$ cat src/include/cse_pkg.sv
/*
  cse_pkg: shared types, opcodes, cycle counts and decode helpers for the
  instruction subset executor.
  assumes: one 8-bit data bus with a 16-bit address, stack and direct page in page zero.
*/
package cse_pkg;

  typedef enum logic [3:0] {
    ST_FETCH   = 4'h0,
    ST_OPR1    = 4'h1,
    ST_OPR2    = 4'h2,
    ST_MEM     = 4'h3,
    ST_BTB_MEM = 4'h4,
    ST_BTB_REL = 4'h5,
    ST_PUSH    = 4'h6,
    ST_VECH    = 4'h7,
    ST_VECL    = 4'h8,
    ST_PAD     = 4'h9,
    ST_HALT    = 4'ha
  } cse_state_t;

  typedef enum logic [2:0] {
    MD_IMPL = 3'h0,
    MD_IMM = 3'h1,
    MD_DIR = 3'h2,
    MD_ABS = 3'h3,
    MD_IDX_LONG = 3'h4,
    MD_IDX_SHORT = 3'h5,
    MD_IX  = 3'h6,
    MD_BTB = 3'h7
  } cse_mode_t;

  typedef struct packed {
    logic h;
    logic i;
    logic n;
    logic z;
    logic c;
  } cse_flags_t;

  typedef struct packed {
    logic [15:0] addr;
    logic rd;
    logic wr;
    logic [7:0] wdata;
  } cse_mem_req_t;

  localparam logic [7:0] OP_ACC_TO_IDX = 8'h97;
  localparam logic [7:0] OP_IDX_TO_ACC = 8'h9f;
  localparam logic [7:0] OP_SOFT_TRAP = 8'h83;
  localparam logic [7:0] OP_WAIT = 8'h8f;
  localparam logic [7:0] OP_PROBE_DIR = 8'h3d;
  localparam logic [7:0] OP_PROBE_ACC = 8'h4d;
  localparam logic [7:0] OP_PROBE_IDX = 8'h5d;
  localparam logic [3:0] OP_PROBE_LO = 4'hd;
  localparam logic [3:0] OP_SUB_LO = 4'h0;

  localparam logic [3:0] CYC_XFER = 4'h2;
  localparam logic [3:0] CYC_WAIT = 4'h2;
  localparam logic [3:0] CYC_TRAP = 4'ha;
  localparam logic [3:0] CYC_BTB = 4'h5;
  localparam logic [3:0] CYC_OTHER = 4'h2;

  localparam logic [7:0] RST_SP = 8'hff;
  localparam logic [7:0] STACK_PAGE = 8'h00;
  localparam logic [7:0] DIRECT_PAGE = 8'h00;
  localparam logic [2:0] FLAGS_FILL = 3'h7;
  localparam logic [2:0] PUSH_LAST = 3'h4;
  localparam cse_flags_t RST_FLAGS = '{h: 1'b0, i: 1'b1, n: 1'b0, z: 1'b0, c: 1'b0};

  function automatic logic is_sub(input logic [7:0] op);
    return (op[3:0] == OP_SUB_LO) && (op[7:4] >= 4'ha);
  endfunction

  function automatic logic is_probe(input logic [7:0] op);
    return (op[3:0] == OP_PROBE_LO) && (op[7:4] >= 4'h3) && (op[7:4] <= 4'h7);
  endfunction

  function automatic cse_mode_t mode_of(input logic [7:0] op);
    cse_mode_t m;
    m = MD_IMPL;
    if (op[7:4] == 4'h0) begin
      m = MD_BTB;
    end else if (is_sub(op) || is_probe(op)) begin
      case (op[7:4])
        4'h3, 4'hb: m = MD_DIR;
        4'ha: m = MD_IMM;
        4'hc: m = MD_ABS;
        4'hd: m = MD_IDX_LONG;
        4'h6, 4'he: m = MD_IDX_SHORT;
        4'h7, 4'hf: m = MD_IX;
        default: m = MD_IMPL;
      endcase
    end
    return m;
  endfunction

  function automatic logic [3:0] cycles_of(input logic [7:0] op);
    logic [3:0] n;
    n = CYC_OTHER;
    if (op == OP_ACC_TO_IDX || op == OP_IDX_TO_ACC) begin
      n = CYC_XFER;
    end else if (op == OP_WAIT) begin
      n = CYC_WAIT;
    end else if (op == OP_SOFT_TRAP) begin
      n = CYC_TRAP;
    end else if (op[7:4] == 4'h0) begin
      n = CYC_BTB;
    end else if (is_probe(op)) begin
      case (op[7:4])
        4'h3: n = 4'h4;
        4'h4, 4'h5: n = 4'h3;
        4'h6: n = 4'h5;
        default: n = 4'h4;
      endcase
    end else if (is_sub(op)) begin
      case (op[7:4])
        4'ha: n = 4'h2;
        4'hb: n = 4'h3;
        4'hc: n = 4'h4;
        4'hd: n = 4'h5;
        4'he: n = 4'h4;
        default: n = 4'h3;
      endcase
    end
    return n;
  endfunction

  function automatic logic [15:0] ea_add(input logic [7:0] x, input logic [15:0] off);
    return off + {8'h00, x};
  endfunction

endpackage

$ cat src/design/cse_alu.sv
/*
  cse_alu: subtract and test datapath, producing result and new flags.
  assumes: caller decides when the result and flags are taken.
*/
`timescale 1ns/1ps
module cse_alu import cse_pkg::*; (
  input wire logic [7:0] a,
  input wire logic [7:0] m,
  input wire logic sub_en,
  input cse_flags_t flags_in,
  output logic [7:0] res,
  output cse_flags_t flags_out
);
  logic [8:0] diff;

  always_comb begin
    diff = {1'b0, a} - {1'b0, m};
    flags_out = flags_in;
    if (sub_en) begin
      res = diff[7:0];
      flags_out.n = diff[7];
      flags_out.z = (diff[7:0] == 8'h00);
      flags_out.c = diff[8];
    end else begin
      res = m;
      flags_out.n = m[7];
      flags_out.z = (m == 8'h00);
    end
  end
endmodule // cse_alu

$ cat src/design/cse_core.sv
/*
  cse_core: sequencer and registers for the instruction subset executor.
  assumes: memory reads are combinational on the registered address; writes
  take effect at the clock edge where wr is high.
*/
`timescale 1ns/1ps
module cse_core import cse_pkg::*; #(
  parameter logic [15:0] RESET_PC = 16'h0000,
  parameter logic [15:0] TRAP_VEC_HI = 16'hfffc,
  parameter logic [15:0] TRAP_VEC_LO = 16'hfffd
) (
  input wire logic clk,
  input wire logic rst,
  input wire logic [7:0] mem_rdata,
  output cse_mem_req_t mem_req,
  input wire logic wake_pin,
  output logic halted,
  output logic [7:0] acc,
  output logic [7:0] index,
  output logic [7:0] stack_ptr,
  output logic [15:0] prog_cnt,
  output cse_flags_t condition_flags_reg
);
  cse_state_t state_q;
  cse_mode_t mode_q;
  cse_mode_t mode_now;
  cse_mem_req_t req_q;
  cse_mem_req_t req_term;
  cse_flags_t flags_q;
  cse_flags_t alu_flags;
  logic [3:0] cyc_q;
  logic [3:0] need_q;
  logic [3:0] need_now;
  logic [3:0] cyc_term;
  logic [2:0] idx_q;
  logic [7:0] op_q;
  logic [7:0] hi_q;
  logic [7:0] a_q;
  logic [7:0] x_q;
  logic [7:0] sp_q;
  logic [15:0] pc_q;
  logic [15:0] pc_d;
  logic [7:0] cur_op;
  logic [7:0] alu_m;
  logic [7:0] alu_res;
  logic [7:0] push_data;
  logic bit_q;
  logic br_taken;
  logic fetching;
  logic last_cyc;
  logic alu_go;
  logic wake_s1;
  logic wake_s2;
  logic wake_s3;
  logic wake_q;
  cse_state_t state_term;

  assign fetching = (state_q == ST_FETCH);
  assign cur_op = fetching ? mem_rdata : op_q;
  assign mode_now = mode_of(mem_rdata);
  assign need_now = fetching ? cycles_of(mem_rdata) : need_q;
  assign last_cyc = (cyc_q == need_now - 4'h1);
  assign br_taken = bit_q ^ op_q[0];
  assign alu_m = (fetching && mem_rdata == OP_PROBE_IDX) ? x_q : (fetching ? a_q : mem_rdata);
  assign alu_go = (fetching && (mem_rdata == OP_PROBE_ACC || mem_rdata == OP_PROBE_IDX)) ||
                  (state_q == ST_OPR1 && mode_q == MD_IMM) || (state_q == ST_MEM);

  // closing an instruction: pad to its full length, then refetch
  assign state_term = last_cyc ? ST_FETCH : ST_PAD;
  assign cyc_term = last_cyc ? 4'h0 : cyc_q + 4'h1;
  assign req_term = '{addr: pc_d, rd: last_cyc, wr: 1'b0, wdata: 8'h00};

  cse_alu u_alu (
    .a(a_q),
    .m(alu_m),
    .sub_en(is_sub(cur_op)),
    .flags_in(flags_q),
    .res(alu_res),
    .flags_out(alu_flags)
  );

  // next program counter
  always_comb begin
    pc_d = pc_q;
    case (state_q)
      ST_FETCH, ST_OPR1, ST_OPR2: pc_d = pc_q + 16'h0001;
      ST_BTB_REL: pc_d = pc_q + 16'h0001 + (br_taken ? {{8{mem_rdata[7]}}, mem_rdata} : 16'h0000);
      ST_VECH: pc_d = {mem_rdata, pc_q[7:0]};
      ST_VECL: pc_d = {pc_q[15:8], mem_rdata};
      default: pc_d = pc_q;
    endcase
  end

  // stacking order after the low counter byte
  always_comb begin
    case (idx_q)
      3'h0: push_data = pc_q[15:8];
      3'h1: push_data = x_q;
      3'h2: push_data = a_q;
      default: push_data = {FLAGS_FILL, flags_q};
    endcase
  end

  // wake pin synchroniser
  always_ff @(posedge clk) begin
    if (rst) begin
      wake_s1 <= 1'b0;
      wake_s2 <= 1'b0;
      wake_s3 <= 1'b0;
      wake_q <= 1'b0;
    end else begin
      wake_s1 <= wake_pin;
      wake_s2 <= wake_s1;
      wake_s3 <= wake_s2;
      if (wake_s2 == wake_s3) begin
        wake_q <= wake_s3;
      end
    end
  end

  // sequencer and bus request
  always_ff @(posedge clk) begin
    if (rst) begin
      state_q <= ST_FETCH;
      mode_q <= MD_IMPL;
      cyc_q <= 4'h0;
      need_q <= 4'h0;
      op_q <= 8'h00;
      hi_q <= 8'h00;
      idx_q <= 3'h0;
      bit_q <= 1'b0;
      req_q <= '{addr: RESET_PC, rd: 1'b1, wr: 1'b0, wdata: 8'h00};
    end else begin
      cyc_q <= cyc_q + 4'h1;
      case (state_q)
        ST_FETCH: begin
          op_q <= mem_rdata;
          mode_q <= mode_now;
          need_q <= need_now;
          if (mem_rdata == OP_SOFT_TRAP) begin
            state_q <= ST_PUSH;
            idx_q <= 3'h0;
            req_q <= '{addr: {STACK_PAGE, sp_q}, rd: 1'b0, wr: 1'b1, wdata: pc_d[7:0]};
          end else if (mem_rdata == OP_WAIT) begin
            state_q <= ST_HALT;
            req_q.rd <= 1'b0;
          end else if (mode_now == MD_IMPL) begin
            state_q <= state_term;
            cyc_q <= cyc_term;
            req_q <= req_term;
          end else if (mode_now == MD_IX) begin
            state_q <= ST_MEM;
            req_q <= '{addr: {8'h00, x_q}, rd: 1'b1, wr: 1'b0, wdata: 8'h00};
          end else begin
            state_q <= ST_OPR1;
            req_q <= '{addr: pc_d, rd: 1'b1, wr: 1'b0, wdata: 8'h00};
          end
        end
        ST_OPR1: begin
          case (mode_q)
            MD_IMM: begin
              state_q <= state_term;
              cyc_q <= cyc_term;
              req_q <= req_term;
            end
            MD_DIR: begin
              state_q <= ST_MEM;
              req_q.addr <= {DIRECT_PAGE, mem_rdata};
            end
            MD_BTB: begin
              state_q <= ST_BTB_MEM;
              req_q.addr <= {DIRECT_PAGE, mem_rdata};
            end
            MD_IDX_SHORT: begin
              state_q <= ST_MEM;
              req_q.addr <= ea_add(x_q, {8'h00, mem_rdata});
            end
            default: begin
              state_q <= ST_OPR2;
              hi_q <= mem_rdata;
              req_q.addr <= pc_d;
            end
          endcase
        end
        ST_OPR2: begin
          state_q <= ST_MEM;
          if (mode_q == MD_ABS) begin
            req_q.addr <= {hi_q, mem_rdata};
          end else begin
            req_q.addr <= ea_add(x_q, {hi_q, mem_rdata});
          end
        end
        ST_BTB_MEM: begin
          bit_q <= mem_rdata[op_q[3:1]];
          state_q <= ST_BTB_REL;
          req_q.addr <= pc_q;
        end
        ST_PUSH: begin
          idx_q <= idx_q + 3'h1;
          if (idx_q == PUSH_LAST) begin
            state_q <= ST_VECH;
            req_q <= '{addr: TRAP_VEC_HI, rd: 1'b1, wr: 1'b0, wdata: 8'h00};
          end else begin
            req_q <= '{addr: {STACK_PAGE, sp_q - 8'h01}, rd: 1'b0, wr: 1'b1, wdata: push_data};
          end
        end
        ST_VECH: begin
          state_q <= ST_VECL;
          req_q.addr <= TRAP_VEC_LO;
        end
        ST_MEM, ST_BTB_REL, ST_VECL: begin
          state_q <= state_term;
          cyc_q <= cyc_term;
          req_q <= req_term;
        end
        ST_PAD: begin
          state_q <= state_term;
          cyc_q <= cyc_term;
          req_q.rd <= last_cyc;
        end
        ST_HALT: begin
          cyc_q <= 4'h0;
          if (wake_q) begin
            state_q <= ST_FETCH;
            req_q <= '{addr: pc_q, rd: 1'b1, wr: 1'b0, wdata: 8'h00};
          end
        end
        default: begin
          state_q <= ST_FETCH;
          cyc_q <= 4'h0;
          req_q <= '{addr: pc_q, rd: 1'b1, wr: 1'b0, wdata: 8'h00};
        end
      endcase
    end
  end

  // architectural registers
  always_ff @(posedge clk) begin
    if (rst) begin
      a_q <= 8'h00;
      x_q <= 8'h00;
      sp_q <= RST_SP;
      pc_q <= RESET_PC;
      flags_q <= RST_FLAGS;
    end else begin
      pc_q <= pc_d;
      if (fetching && mem_rdata == OP_ACC_TO_IDX) begin
        x_q <= a_q;
      end
      if (fetching && mem_rdata == OP_IDX_TO_ACC) begin
        a_q <= x_q;
      end
      if (fetching && mem_rdata == OP_WAIT) begin
        flags_q.i <= 1'b0;
      end
      if (alu_go) begin
        flags_q <= alu_flags;
        if (is_sub(cur_op)) begin
          a_q <= alu_res;
        end
      end
      if (state_q == ST_BTB_MEM) begin
        flags_q.c <= mem_rdata[op_q[3:1]];
      end
      if (state_q == ST_PUSH) begin
        sp_q <= sp_q - 8'h01;
        if (idx_q == PUSH_LAST) begin
          flags_q.i <= 1'b1;
        end
      end
    end
  end

  assign mem_req = req_q;
  assign halted = (state_q == ST_HALT);
  assign acc = a_q;
  assign index = x_q;
  assign stack_ptr = sp_q;
  assign prog_cnt = pc_q;
  assign condition_flags_reg = flags_q;
endmodule // cse_core

$ cat config.mk
export PLATFORM = sky130hd
export DESIGN_NAME = cse_core
export DESIGN_NICKNAME = d
export VERILOG_FILES = /design/src/include/cse_pkg.sv /design/src/design/cse_alu.sv /design/src/design/cse_core.sv
export SDC_FILE = /design/constraint.sdc
export NUM_CORES = 1
export LEC_CHECK = 0
export ABC_CLOCK_PERIOD_IN_PS = 5300
export BUFFER_PORTS_ARGS = -buffer_cell sky130_fd_sc_hd__buf_2
export CORE_UTILIZATION = 60
export CTS_CLUSTER_SIZE = 14
export DETAILED_ROUTE_END_ITERATION = 12
export PLACE_DENSITY = 0.85
export SLEW_MARGIN = 5
export SYNTH_ARGS = -nofsm -noshare
export SYNTH_HDL_FRONTEND = slang
export SYNTH_SLANG_ARGS = --single-unit
$ cat constraint.sdc
create_clock -name clk -period 5.3 [get_ports clk]
set_input_delay 0.795 -clock clk [delete_from_list [all_inputs] [get_ports clk]]
set_output_delay 0.795 -clock clk [all_outputs]
set_load 0.05 [all_outputs]
==> results.cfg <==
[grt]
grt_start_max_net_pins = 50
overflow = 0
grt_antenna_before_repair = 0
grt_first_pass_wirelength_mm = 46.4
grt_usage_pct = 39.8
grt_pass1_vias = 8706

[timing]
drv_slew = 0
skew_ns = 0.0102
tightest_slew_ns = 0.889
timing.setup.tns_ns = 0
fmax_mhz = 244
period_needed_ns = 4.10
finalHoldViolations = 0
rsz0062_at_grt = no
post-route-period-util_pct = 77.3
setup-violations-final = 0
slew_headroom_pct = 40.7
worst_slack_ns = 1.20

[critical_path]
cp_cell_sequence = buf_2 > nand4b_1 > nor2_1 > nand4_4 > a21oi_1 > ha_1 > inv_1 > fa_1 > xor2_1 > or3b_2 > or4b_1 > nand4bb_1 > a311oi_1
crit_fanout = 16
worst_ep_required_time_ns = 5.58
cp_slowest_cell = or4b_1
critPathCaptureType = flop
crit_family = simple AND/OR/NAND/NOR gates
path_class = input pin to flop
cp-start-kind = input pin
max_stage_delay_ns = 0.53
crit_buf_inv = 2
arrival_ns = 4.38

[floorplan]
core_area_sq_um = 14500
fp.dieW_microns = 124
die_area_sq_um = 15400
pin_count = 83
dieHeight_microns = 124
start_util_pct = 61.4
num_rows = 44

[place]
gp_congestion = 1.03
port_buffers = 81
dp_hpwl_mm = 22.4
dpl_worst_slack_ns = 0.880
placed_cell_area_sq_um = 9310

[finish]
drive_gt1_share_pct = 12.0
final_area_sq_um = 9580
fin_util_pct = 65.9
regArea_sq_um = 2160
syn_to_final_growth_pct = 7.41
fill_cells = 1257
largest_register_ffs = 26
diodes = 0
nets = 1262
multi_input_area_sq_um = 6270

[status]
outcome = completed

[routing]
drt_pass1_iterations = 7
drt-initial-drc-count = 1437
drc = 0
totalWireLength_mm = 30.7
wl_per_cell_microns = 22.0
vias = 9781
viasPerCell = 7.02
ant_nets = 0

[logic_synthesis]
yosys.area.top_type_share_pct = 24.2
synth.cell_area_sq_um = 8920
yosysUniqueCellTypes = 90
yosysTopAreaCell = dfxtp_1
synth_edf_count = 0
ys_top_cells_by_area = dfxtp_1, ha_1, nor2_1
syn_inst = 1187
synth-seq-area-share_pct = 24.2
ys_seq_elements = 108
ys_warn_count = 0
synth_fp_nets = 1244
synth_ff_type = dfxtp_1
async_flop_share_pct = 0
syn_area_per_cell_sq_um = 7.52

[clock_network]
holdBufCountCts = 0
htreeDepth = 3
clock_latency_ns = 0.37
cts_setup_buffers = 0
cts.clk_slew.worst_paths_ns = 0.07
cts_resized = 0
numCtsBuffers = 9
cts-root-buf = clkbuf_16
cts_tree = yes
cts_buffer_depth = 2
clock_sinks = 108

[flow_run]
max_cap_viol_count = 0

[min_path]
hold_class = flop to flop

[power_and_ir_drop]
p_leak_nw = 4.01
irDropWorstVdd_v = 0.000243
power_density_nw_per_um2 = 480
cell usage in the layout (no fill, tap or decap), types with 16 or more instances in the layout:
cell / instances
a211oi_1: 21
nor2_1: 117
xnor2_1: 24
o211ai_1: 16
inv_1: 31
xor2_1: 26
nor2b_1: 19
ha_1: 43
buf_2: 81
or3_1: 17
mux2i_1: 33
nand2_1: 110
a21oi_1: 85
buf_4: 16
dfxtp_1: 108
and2_1: 19
nor3_1: 40
o21ai_0: 82
nand3_1: 41
final cells by class:
cell class / instances / area share [%]
sequential: 108 / 22.6
tap: 184 / 2.40
clock inverter: 5 / 0.457
multi-input combinational: 958 / 65.4
inverter: 31 / 1.21
timing repair buffer: 97 / 5.48
clock buffer: 11 / 2.43
per-stage QoR:
step / hold WS [ns] / std cells / power [mW]
final: 0.438 / 1394 / 4.60
after global routing: 0.460 / 1394 / 4.84
after CTS: 0.441 / 1394 / 4.50
after detailed placement: 0.424 / 1378 / 3.84
after global placement: 0.426 / 1378 / 3.80
after floorplan: 0.414 / 1187 / 3.14
worst paths after layout:
| kind | start | endpoint | slack, ns | cells past startpoint |
|---|---|---|---|---|
| worst min-delay path | wake_s1 | wake_s2 | 0.44 | 1 |
| worst max-delay path | mem_rdata[3] | condition_flags_reg[1] | 1.20 | 13 |
| worst min register to register | wake_s1 | wake_s2 | 0.44 | 1 |
| worst max register to register | prog_cnt[2] | prog_cnt[15] | 1.39 | 12 |
power breakdown:
part,leakage [nW],total (mW),internal [mW],switching [mW]
clock,0.135,0.662,0.327,0.336
combinational,3.00,2.69,0.914,1.78
sequential,0.880,1.24,0.969,0.273
Yosys cell counts, types with 9 or more instances:
library cell  number
nor2_1           117
nand2_1          110
dfxtp_1          108
a21oi_1           85
o21ai_0           82
clkbuf_1          62
ha_1              43
nand3_1           41
nor3_1            40
mux2i_1           33
inv_1             31
xor2_1            26
xnor2_1           24
a211oi_1          21
and2_1            19
nor2b_1           19
buf_2             17
or3_1             17
o211ai_1          16
nand2b_1          14
a21o_1            13
a221oi_1          13
a22oi_1           13
a31oi_1           11
a222oi_1          10
o21a_1            10
o22ai_1           10
nand4_1            9
nor4_1             9
kinds of logic after synthesis:
| group | count (synthesis) | synth area share [%] |
|---|---|---|
| muxes | 42 | 5.23 |
| adders and majority gates | 47 | 6.82 |
| DFF | 108 | 24.2 |
| buffers and inverters | 121 | 5.64 |
| AOI/OAI and AO/OA | 361 | 27.1 |
| and+or+nand+nor | 457 | 26.0 |
| xor gates and xnor gates | 50 | 4.91 |
| other | 1 | 0.0420 |
worst register-to-register path: stages, from the launching register on:
cell and delay [ns]:
dfxtp_1 0.61, nand3_1 0.23, nor3_1 0.57, nand3_1 0.19, xnor2_1 0.21, ha_1 0.28
a2111oi_0 0.71, and4b_1 0.30, nand3_1 0.08, nand2_1 0.15, o31ai_1 0.12, mux2i_1 0.22
a21oi_1 0.09
metal layers:
metal,routed length [microns],GRT usage [%],vias up
li1,-,-,4429
met1,11900,51.8,4519
met2,13700,62.7,711
met3,3740,8.10,122
met4,1320,19.2,0
met5,0,0,-
No activity file was read; power rests on OpenSTA's default activity.
